==> src/ipbc_defines.vh <==
// Contract
// - With interleaving on, this framer's data and signaling streams reach the shared bus through the elastic store.
// - A 4.096 MHz shared bus carries exactly two framers.
// - An 8.192 MHz shared bus carries all four framers.
// - The interleave type bit picks byte units when zero and whole-frame units when one.
// - Byte interleave works even when the framers' received lines are mutually asynchronous.
// - Bit 3 of the control register turns interleaved operation on when one and off when zero.
// - Master select decodes 00 slave, 01 master at 4.096 MHz, 10 master at 8.192 MHz, 11 reserved.
`ifndef IPBC_DEFINES_VH
`define IPBC_DEFINES_VH

// ==========================================================================
// Register map
`define IPBC_REG_CONTROL      8'hb5
`define IPBC_CONTROL_RESET    8'h00
`define IPBC_BIT_ENABLE       3
`define IPBC_BIT_TYPE         2
`define IPBC_BIT_MASTER_SELECT_BIT0        1
`define IPBC_BIT_MASTER_SELECT_BIT1        0

// ==========================================================================
// Master select codes, written as {master_select_bit1, master_select_bit0}
`define IPBC_MSEL_SLAVE       2'b00
`define IPBC_MSEL_MASTER_TWO  2'b01
`define IPBC_MSEL_MASTER_FOUR 2'b10
`define IPBC_MSEL_RESERVED    2'b11

// ==========================================================================
// Timing
`define IPBC_CLOCK_KHZ        100000
`define IPBC_RATE_TWO_KHZ     4096
`define IPBC_RATE_FOUR_KHZ    8192
`define IPBC_ACC_BITS         24
`define IPBC_BYTES_PER_FRAME  32

`endif

==> src/ipbc_unused_note_placeholder.v <==
`timescale 1ns/1ps
`default_nettype none
`default_nettype wire

==> src/ipbc.v <==
`timescale 1ns/1ps
`default_nettype none
`include "ipbc_defines.vh"

module ipbc #(
	parameter FRAMER_ID = 0
) (
	input  wire       clock,          // System clock, 100 MHz.
	input  wire       srst,           // Synchronous reset, active high.
	input  wire [7:0] reg_addr,       // Register address.
	input  wire       reg_wr,         // Write strobe, one cycle.
	input  wire       reg_rd,         // Read strobe, one cycle.
	input  wire [7:0] reg_wdata,      // Write data.
	output reg  [7:0] reg_rdata,      // Read data, valid the cycle after reg_rd.
	input  wire       bus_four_way,   // Pin: bus holds four framers (used by slaves).
	input  wire       bus_clock_in,   // Pin: shared bus clock.
	output reg        bus_clock_out,  // Shared bus clock drive.
	output reg        bus_clock_oe,   // Shared bus clock enable, high when driven.
	input  wire       bus_sync_in,    // Pin: shared bus frame sync.
	output reg        bus_sync_out,   // Shared bus frame sync drive.
	output reg        bus_sync_oe,    // Shared bus frame sync enable.
	output reg        bus_data_out,   // Shared data bus drive.
	output reg        bus_data_oe,    // Shared data bus enable.
	output reg        bus_sig_out,    // Shared signaling bus drive.
	output reg        bus_sig_oe,     // Shared signaling bus enable.
	output reg  [4:0] es_channel,     // Elastic store channel for the next byte.
	output reg        es_read,        // Elastic store read pulse, one cycle.
	input  wire [7:0] es_data,        // Elastic store data byte for es_channel.
	input  wire [7:0] es_signaling    // Elastic store signaling byte for es_channel.
);

	// ======================================================================
	// Constants
	localparam [63:0] STEP_TWO_W  = ((64'd2 * `IPBC_RATE_TWO_KHZ) << `IPBC_ACC_BITS)
		/ `IPBC_CLOCK_KHZ;
	localparam [63:0] STEP_FOUR_W = ((64'd2 * `IPBC_RATE_FOUR_KHZ) << `IPBC_ACC_BITS)
		/ `IPBC_CLOCK_KHZ;
	localparam [`IPBC_ACC_BITS-1:0] STEP_TWO  = STEP_TWO_W[`IPBC_ACC_BITS-1:0];
	localparam [`IPBC_ACC_BITS-1:0] STEP_FOUR = STEP_FOUR_W[`IPBC_ACC_BITS-1:0];
	localparam [1:0] MY_ID = FRAMER_ID[1:0];

	// ======================================================================
	// Control register
	reg  [7:0] control;
	wire       enable    = control[`IPBC_BIT_ENABLE];
	wire       frame_ilv = control[`IPBC_BIT_TYPE];
	wire [1:0] msel      = {control[`IPBC_BIT_MASTER_SELECT_BIT1], control[`IPBC_BIT_MASTER_SELECT_BIT0]};
	wire       is_master = enable && (msel == `IPBC_MSEL_MASTER_TWO ||
		msel == `IPBC_MSEL_MASTER_FOUR);
	wire       is_slave  = enable && (msel == `IPBC_MSEL_SLAVE);
	wire       active    = is_master || is_slave;

	always @(posedge clock) begin
		if (srst) begin
			control <= `IPBC_CONTROL_RESET;
			reg_rdata <= 8'h00;
		end else begin
			if (reg_wr && reg_addr == `IPBC_REG_CONTROL) begin
				control <= reg_wdata;
			end
			if (reg_rd && reg_addr == `IPBC_REG_CONTROL) begin
				reg_rdata <= control;
			end else if (reg_rd) begin
				reg_rdata <= 8'h00;
			end
		end
	end

	// ======================================================================
	// Pin synchronisers: three flops, a level counts once stages two and three agree.
	reg  [2:0] clk_sync;
	reg  [2:0] syn_sync;
	reg  [2:0] way_sync;
	reg        clk_level;
	reg        syn_level;
	reg        way_level;

	always @(posedge clock) begin
		if (srst) begin
			clk_sync <= 3'h0;
			syn_sync <= 3'h0;
			way_sync <= 3'h0;
			clk_level <= 1'b0;
			syn_level <= 1'b0;
			way_level <= 1'b0;
		end else begin
			clk_sync <= {clk_sync[1:0], bus_clock_in};
			syn_sync <= {syn_sync[1:0], bus_sync_in};
			way_sync <= {way_sync[1:0], bus_four_way};
			if (clk_sync[1] == clk_sync[2]) begin
				clk_level <= clk_sync[2];
			end
			if (syn_sync[1] == syn_sync[2]) begin
				syn_level <= syn_sync[2];
			end
			if (way_sync[1] == way_sync[2]) begin
				way_level <= way_sync[2];
			end
		end
	end

	wire slave_rise = (clk_sync[1] == clk_sync[2]) && clk_sync[2] && !clk_level;

	// ======================================================================
	// Bus size and this framer's position on the bus
	wire       four_way = is_master ? (msel == `IPBC_MSEL_MASTER_FOUR) : way_level;
	wire [1:0] position = four_way ? MY_ID : {1'b0, MY_ID[0]};
	wire [6:0] last_byte = four_way ? 7'd127 : 7'd63;

	// ======================================================================
	// Master bus clock: phase accumulator at twice the bit rate.
	reg  [`IPBC_ACC_BITS-1:0] phase;
	wire [`IPBC_ACC_BITS:0]   phase_sum = {1'b0, phase} + {1'b0, (four_way ? STEP_FOUR : STEP_TWO)};
	reg                       half_clk;
	wire                      master_rise = is_master && phase_sum[`IPBC_ACC_BITS] && !half_clk;

	always @(posedge clock) begin
		if (srst || !is_master) begin
			phase <= {`IPBC_ACC_BITS{1'b0}};
			half_clk <= 1'b0;
		end else begin
			phase <= phase_sum[`IPBC_ACC_BITS-1:0];
			if (phase_sum[`IPBC_ACC_BITS]) begin
				half_clk <= !half_clk;
			end
		end
	end

	// ======================================================================
	// Slot timing
	reg  [2:0] bit_cnt;
	reg  [6:0] byte_cnt;
	reg  [7:0] data_shift;
	reg  [7:0] sig_shift;
	reg        own_slot;

	wire tick = is_master ? master_rise : (is_slave && slave_rise);
	wire wrap = is_master ? (bit_cnt == 3'd7 && byte_cnt == last_byte)
		: syn_level;
	wire [6:0] next_byte = wrap ? 7'd0 : byte_cnt + 7'd1;
	wire [6:0] ahead_byte = (next_byte == last_byte) ? 7'd0 : next_byte + 7'd1;

	// Byte interleave rotates owners every byte; frame interleave every 32 bytes.
	function [6:0] slot_map;
		input [6:0] b;
		input       frm;
		input       four;
		begin
			if (frm) begin
				slot_map = {b[4:0], b[6:5]};
			end else if (four) begin
				slot_map = {b[6:2], b[1:0]};
			end else begin
				slot_map = {b[5:1], 1'b0, b[0]};
			end
		end
	endfunction

	wire [6:0] next_map  = slot_map(next_byte, frame_ilv, four_way);
	wire [6:0] ahead_map = slot_map(ahead_byte, frame_ilv, four_way);
	wire       next_own  = (next_map[1:0] == position);

	always @(posedge clock) begin
		if (srst || !active) begin
			bit_cnt <= 3'd0;
			byte_cnt <= 7'd0;
			data_shift <= 8'h00;
			sig_shift <= 8'h00;
			own_slot <= 1'b0;
			es_channel <= 5'd0;
			es_read <= 1'b0;
		end else begin
			es_read <= 1'b0;
			if (tick) begin
				if (bit_cnt == 3'd7 || (is_slave && wrap)) begin
					bit_cnt <= 3'd0;
					byte_cnt <= next_byte;
					own_slot <= next_own;
					data_shift <= es_data;
					sig_shift <= es_signaling;
					es_read <= next_own;
					es_channel <= ahead_map[6:2];
				end else begin
					bit_cnt <= bit_cnt + 3'd1;
					data_shift <= {data_shift[6:0], 1'b0};
					sig_shift <= {sig_shift[6:0], 1'b0};
				end
			end
		end
	end

	// ======================================================================
	// Pin drivers
	always @(posedge clock) begin
		if (srst) begin
			bus_clock_out <= 1'b0;
			bus_clock_oe <= 1'b0;
			bus_sync_out <= 1'b0;
			bus_sync_oe <= 1'b0;
			bus_data_out <= 1'b0;
			bus_data_oe <= 1'b0;
			bus_sig_out <= 1'b0;
			bus_sig_oe <= 1'b0;
		end else begin
			bus_clock_out <= half_clk;
			bus_clock_oe <= is_master;
			bus_sync_oe <= is_master;
			if (tick && is_master) begin
				bus_sync_out <= wrap;
			end else if (!is_master) begin
				bus_sync_out <= 1'b0;
			end
			bus_data_out <= data_shift[7];
			bus_sig_out <= sig_shift[7];
			bus_data_oe <= active && own_slot;
			bus_sig_oe <= active && own_slot;
		end
	end

endmodule

`default_nettype wire

==> config.mk <==
export PLATFORM = sky130hd
export DESIGN_NAME = ipbc
export DESIGN_NICKNAME = d
export VERILOG_FILES = /design/src/ipbc_unused_note_placeholder.v /design/src/ipbc.v
export VERILOG_INCLUDE_DIRS = /design/src
export SDC_FILE = /design/constraint.sdc
export NUM_CORES = 1
export LEC_CHECK = 0
export BUFFER_PORTS_ARGS = -buffer_cell sky130_fd_sc_hd__clkbuf_2
export CORE_MARGIN = 2
export CORE_UTILIZATION = 40
export CTS_CLUSTER_DIAMETER = 80
export CTS_CLUSTER_SIZE = 10
export DETAILED_ROUTE_END_ITERATION = 8
export MAX_ROUTING_LAYER = met4
export SYNTH_ARGS = -nofsm -noshare
export SYNTH_HDL_FRONTEND = slang
export SYNTH_SLANG_ARGS = --single-unit
==> constraint.sdc <==
create_clock -name clock -period 8.3 [get_ports clock]
set_clock_uncertainty 0.05 [all_clocks]
set_input_delay 1.66 -clock clock [delete_from_list [all_inputs] [get_ports clock]]
set_output_delay 1.66 -clock clock [all_outputs]
set_load 0.02 [all_outputs]
==> flow_summary_export.csv, run 1 <==
group,metric,value,unit
outcome,outcome,"finished, violations left",
outcome,violations,"design-rule violations",
floorplanning,start_util,41.37,%
global_route,grt_pass1_vias,3820,
global_route,grtUsageTotal,17.59,%
logic_synthesis,synth.area.top_cells,"dfxtp_1, nor2_1, a21oi_1",
logic_synthesis,synth_async_sr_flop_share,0,%
logic_synthesis,ys_seq_elements,92,
logic_synthesis,syn_avg_cell_area,8.448,µm²
worst_setup_path,worst-setup-path-type,"reg -> reg",
worst_setup_path,crit_slowest_cell,"a21boi_1",
logic_synthesis,synth_top_area_share,38.66,%
clock_network,numCtsBuffers,9,
clock_network,clk_path_buf_depth,2,
detailed_routing,vias,4007,
global_route,gr-total-overflow,0,
detailed_routing,ant_nets,0,
logic_synthesis,ys_warn_count,0,
clock_network,clk_latency,0.35,ns
worst_setup_path,cp.required,8.55,ns
detailed_routing,drcViolationCount,1,
logic_synthesis,syn-num-nets,613,
floorplanning,rows,39,
global_route,antenna_found_initial,0,
worst_setup_path,max_stage_delay,0.62,ns
detailed_routing,wl,10380,µm
placed_design,gp_routability_congestion,0.8468,
clock_network,cts_resized,0,
placed_design,io_buffer_count,60,
power,ir_worst_vdd,0.0001096,V
floorplanning,die_w,113.1,µm
sta,period_share,56.54,%
logic_synthesis,synthCells,564,
final_layout,nets,651,
detailed_routing,drt_iter0_markers,214,
sta,setup_viol,0,
global_route,grt_pass1_wl,17920,µm
logic_synthesis,ys_seq_area_share,38.66,%
clock_network,cts_sinks,92,
detailed_routing,vias_per_cell,5.350,
clock_network,postCtsHoldBufs,0,
detailed_routing,routedWlPerCell,13.86,µm
final_layout,drive_gt1_share,17.33,%
power,total_leakage_power,0.001986,µW
placed_design,hpwl,7375,µm
run,maxCapViolCount,0,
worst_setup_path,crit_chain,"inv_1 -> ha_1 -> a21boi_1 -> nor2_2 -> inv_1 -> ha_1 -> a2111oi_2 -> a2111oi_4 -> o211ai_1 -> a31oi_2 -> nor3_2 -> o41ai_4 -> buf_4 -> nand4_1 -> a2bb2o_1",
logic_synthesis,synth_edf_count,0,
floorplanning,die_y,113.1,µm
hold_path,holdCritStartpoint,"way_sync[0]",
power,p_per_area,157.4,nW/µm²
worst_setup_path,crit_arrival,4.94,ns
final_layout,antennaDiodeCount,0,
sta,tightestPinTransition,1.058,ns
power,total_power,846.1,µW
worst_setup_path,worst-path-max-fanout,39,
worst_setup_path,end_kind,"register",
detailed_routing,first_pass_iters,7,
floorplanning,pin_count,61,
sta,rsz0062_at_grt,"no",
sta,relSlewSlack,29.26,%
sta,fmax,213.1,MHz
logic_synthesis,synth.cell_area,4765,µm²
global_route,grt_start_max_net_pins,40,
worst_setup_path,worstReg2RegStart,"control[0]",
logic_synthesis,synth_top_cell_by_area,"dfxtp_1",
worst_setup_path,start_kind,"register",
clock_network,h-tree-depth,3,
clock_network,clk_pin_slew,0.07,ns
floorplanning,die-area,12800,µm²
sta,timing.final.max_slew_violations,0,
floorplanning,core_region_area,11520,µm²
final_layout,area_growth_syn_to_layout,12.79,%
clock_network,tritoncts,"done",
clock_network,cts_setup_buffers,0,
sta,finalHoldViolCount,0,
sta,period_needed,4.693,ns
logic_synthesis,synth-main-ff-cell,"dfxtp_1",
clock_network,ctsRootBufferMaster,"clkbuf_16",
logic_synthesis,ys_types,71,
worst_setup_path,critPathLaunch,"control[0]",
hold_path,min_path_type,"reg -> reg",
sta,tns,0,ns
## state kept, by name, summed over array words and instances, names as in the netlist, 3 cells and up
| signal | count |
|---|---|
| way_sync | 3 |
| phase | 24 |
| reg_rdata | 8 |
| byte_cnt | 7 |
| clk_sync | 3 |
| bit_cnt | 3 |
| sig_shift | 8 |
| es_channel | 5 |
| data_shift | 8 |
| control | 8 |
| syn_sync | 3 |
## path summary, 6_finish.rpt
kind | end | slack (ns) | cells after the start
max | byte_cnt[2] | 3.61 | 15
max reg2reg | byte_cnt[2] | 3.61 | 15
min | way_sync[1] | 0.39 | 1
min reg2reg | way_sync[1] | 0.39 | 1
## power breakdown
group | switching, µW | leakage [µW] | internal (µW) | total [µW]
logic | 7.88 | 0.00111 | 9.14 | 17.0
clock network | 175 | 0.000131 | 210 | 385
registers | 0.760 | 0.000742 | 443 | 444
total | 183 | 0.00199 | 663 | 846
## cell usage after synthesis, types with 2 or more instances
cell	n
dfxtp_1	92
nor2_1	67
nand2_1	48
a21oi_1	42
nand3_1	28
o21ai_0	25
clkbuf_1	22
xnor2_1	22
mux2i_1	20
inv_1	16
a211oi_2	14
nor3_1	14
xor2_1	13
nor2b_1	12
ha_1	10
nand2b_1	10
o211ai_1	7
o21ai_1	7
a211oi_1	6
a31oi_1	5
buf_2	5
buf_4	5
nand4_1	5
or3_1	5
and2_1	4
buf_1	3
o21a_1	3
o22ai_1	3
a211o_1	2
a22oi_1	2
and3_1	2
buf_6	2
nor4b_1	2
o2111ai_1	2
o31ai_1	2
or2_2	2
## critical path: cells and delay by family, from the launching register on
family	cells	cell delay (ns)
AOI/OAI and AO/OA	7	2.11
buffers and inverters	3	0.91
and+or+nand+nor	3	0.37
adders and majority gates	2	0.81
DFF	1	0.38
## final cells by class
cell class,instances,area (µm²)
Clock buffer,10,239.0
Timing Repair Buffer,64,330.3
Sequential cell,92,1842
Multi-Input combinational cell,419,2686
Tap cell,143,178.9
Clock inverter,5,37.54
Fill cell,1125,6142
Inverter,16,60.06
## through the flow
step,instances,setup WS [ns],instance area [µm²],util [%],hold WS [ns]
5_1_grt,749,3.147,5374,46.66,0.4056
6_report,749,3.607,5374,46.66,0.3859
4_1_cts,749,3.632,5374,46.66,0.3889
3_5_place_dp,734,3.653,5097,44.26,0.3742
3_3_place_gp,734,3.853,5097,44.26,0.3668
2_1_floorplan,564,4.175,4765,-,0.3543
## layer usage
metal | routed length [µm] | global-route usage [%] | vias to the layer above
met5 | 0 | - | -
met4 | 149 | 7.073 | 0
met3 | 344 | 3.374 | 16
met2 | 4592 | 26.71 | 83
met1 | 5295 | 23.12 | 1840
li1 | - | - | 2068
## placed cells by master, fill, tap and decap left out, types with 9 or more instances in the layout
cell type,count
inv_1,16
clkbuf_2,60
a21oi_1,42
a211oi_2,14
xnor2_1,22
nor3_1,14
clkbuf_16,9
nor2_1,66
nand2b_1,10
dfxtp_1,92
o21ai_0,25
ha_1,10
xor2_1,13
nand2_1,48
mux2i_1,20
nand3_1,28
nor2b_1,12
## logic make-up after synthesis
logic type	after synthesis	share of synthesized area, %
flip-flops	92	38.66
AND/OR/NAND/NOR	210	21.06
AO/OA/AOI/OAI	143	21.77
XOR/XNOR	35	6.434
multiplexers	21	4.438
buffers and inverters	53	5.016
adder cells (fa/ha/maj)	10	2.626
No activity file was read; power rests on OpenSTA's default activity.
==> inputs of run 2 (changes only) <==
- clock period: 8.3 -> 3.9 ns (I/O delays scaled with it)
==> flow_summary_export.csv, run 2 (synthesis gave the netlist of run 1 again) <==
group,metric,value,unit
outcome,outcome,"finished, violations left",
outcome,violations,"design-rule violations",
sta,tightestPinTransition,1.098,ns
clock_network,tritoncts,"done",
clock_network,cts_sinks,92,
worst_setup_path,r2r_slack,0.32,ns
floorplanning,die_w,113.1,µm
sta,relSlewSlack,26.47,%
power,power.switching,431.0,µW
clock_network,clk_latency,0.35,ns
worst_setup_path,end_kind,"register",
detailed_routing,drt_iter0_markers,209,
floorplanning,rows,39,
detailed_routing,vias_per_cell,5.331,
sta,setup_viol,0,
global_route,gr-total-overflow,0,
power,switching_share,23.31,%
final_layout,antennaDiodeCount,0,
final_layout,area_growth_syn_to_layout,17.44,%
sta,fmax,279.4,MHz
final_layout,drive_gt1_share,20.64,%
floorplanning,die-area,12800,µm²
power,total_power,1849,µW
hold_path,min_path_type,"reg -> reg",
power,clkPwrFrac,46.9,%
clock_network,ctsRootBufferMaster,"clkbuf_16",
sta,timing.final.max_slew_violations,0,
sta,rsz0062_at_grt,"yes",
detailed_routing,drcViolationCount,2,
clock_network,clk_pin_slew,0.07,ns
global_route,grt_pass1_vias,3780,
sta,period_share,91.77,%
worst_setup_path,start_kind,"register",
sta,finalHoldViolCount,0,
detailed_routing,first_pass_iters,6,
power,total_leakage_power,0.002098,µW
placed_design,hpwl,7383,µm
detailed_routing,routedWlPerCell,13.47,µm
sta,whs,0.3901,ns
detailed_routing,ant_nets,0,
clock_network,numCtsBuffers,9,
floorplanning,pin_count,61,
final_layout,final_cell_mix,"dfxtp_1, nor2_1, clkbuf_2",
placed_design,io_buffer_count,60,
power,p_per_area,330.4,nW/µm²
detailed_routing,wl,10350,µm
worst_setup_path,worst-setup-path-type,"reg -> reg",
floorplanning,die_y,113.1,µm
placed_design,gp_routability_congestion,0.8686,
placed_design,placed_cells,748,
global_route,grt_pass1_wl,17690,µm
worst_setup_path,crit_arrival,3.80,ns
clock_network,clk_path_buf_depth,2,
clock_network,postCtsHoldBufs,0,
worst_setup_path,worst-path-max-fanout,19,
power,power_frac_seq,51.1,%
final_layout,largest_reg_flops,24,
worst_setup_path,cp.required,4.12,ns
floorplanning,start_util,41.37,%
power,p_comb_share,2.0,%
power,ir_worst_vdd,0.0001955,V
detailed_routing,vias,4094,
global_route,grtUsageTotal,17.30,%
final_layout,regMostFlops,"phase",
final_layout,instances_no_fill,768,
run,maxCapViolCount,0,
final_layout,mostFrequentLayoutCell,"dfxtp_1",
global_route,grt_start_max_net_pins,39,
power,p_int,1418,µW
sta,period_needed,3.579,ns
final_layout,fillers,1093,
clock_network,h-tree-depth,3,
final_layout,nets,669,
global_route,antenna_found_initial,0,
floorplanning,core_region_area,11520,µm²
==> run 2: critical path, stage by stage, from the launching register on <==
cell	delay, ns
dfxtp_1	0.38
inv_1	0.06
ha_1	0.33
and3_1	0.20
nor2_2	0.19
xnor2_1	0.15
ha_2	0.26
a311oi_2	0.14
a2111oi_4	0.36
o211ai_1	0.19
a31oi_2	0.25
nor3_2	0.09
o41ai_4	0.25
buf_4	0.20
buf_12	0.15
nor2_1	0.06
a211oi_2	0.18
==> run 2: area by class of cell <==
cell class / count / area [µm²] / share of cell area (%)
multi-input combinational: 419 / 2720 / 48.61
sequential: 92 / 1842 / 32.92
clock inverter: 7 / 73.82 / 1.319
inverter: 16 / 60.06 / 1.073
timing repair buffer: 82 / 495.5 / 8.855
tap: 143 / 178.9 / 3.198
clock buffer: 9 / 225.2 / 4.025
==> run 2: stage by stage <==
stage	TNS (ns)	setup slack, ns	instance area (µm²)	util [%]
after floorplan	0	0.001400	4771	-
after global routing	-0.02483	-0.01692	5595	48.59
final	0	0.3210	5595	48.59
after CTS	0	0.007434	5522	47.95
after global placement	0	0.1855	5216	45.30
after detailed placement	-0.03697	-0.02373	5216	45.30
==> run 2: worst paths after layout <==
kind,cells past startpoint,end,start
worst max register to register,16,data_shift[1],control[0]
worst min register to register,1,syn_sync[1],syn_sync[0]
worst min-delay path,1,syn_sync[1],syn_sync[0]
worst max-delay path,16,data_shift[1],control[0]
==> run 2: per-layer routing <==
layer | part of all wire (%) | track usage, %
met3 | 3.9 | 3.482
met2 | 45 | 26.35
met4 | 1.1 | 6.341
met1 | 50 | 22.82
met5 | 0 | -
==> run 2: timing repair <==
action                                  4_1_cts  5_1_grt
endpoints found under the setup margin        3       33
resized for setup                             1        5
cloned                                        0        1
setup buffers                                 0        3
pin swaps                                     0        3
==> run 2: power groups by stage <==
stage	combinational (µW)	sequential, µW	clock (µW)
after global routing	41.9	944	935
after global placement	37.6	966	0
after detailed placement	37.9	966	0
after CTS	38.1	944	894
final	37.7	944	867
after floorplan	15.3	966	0
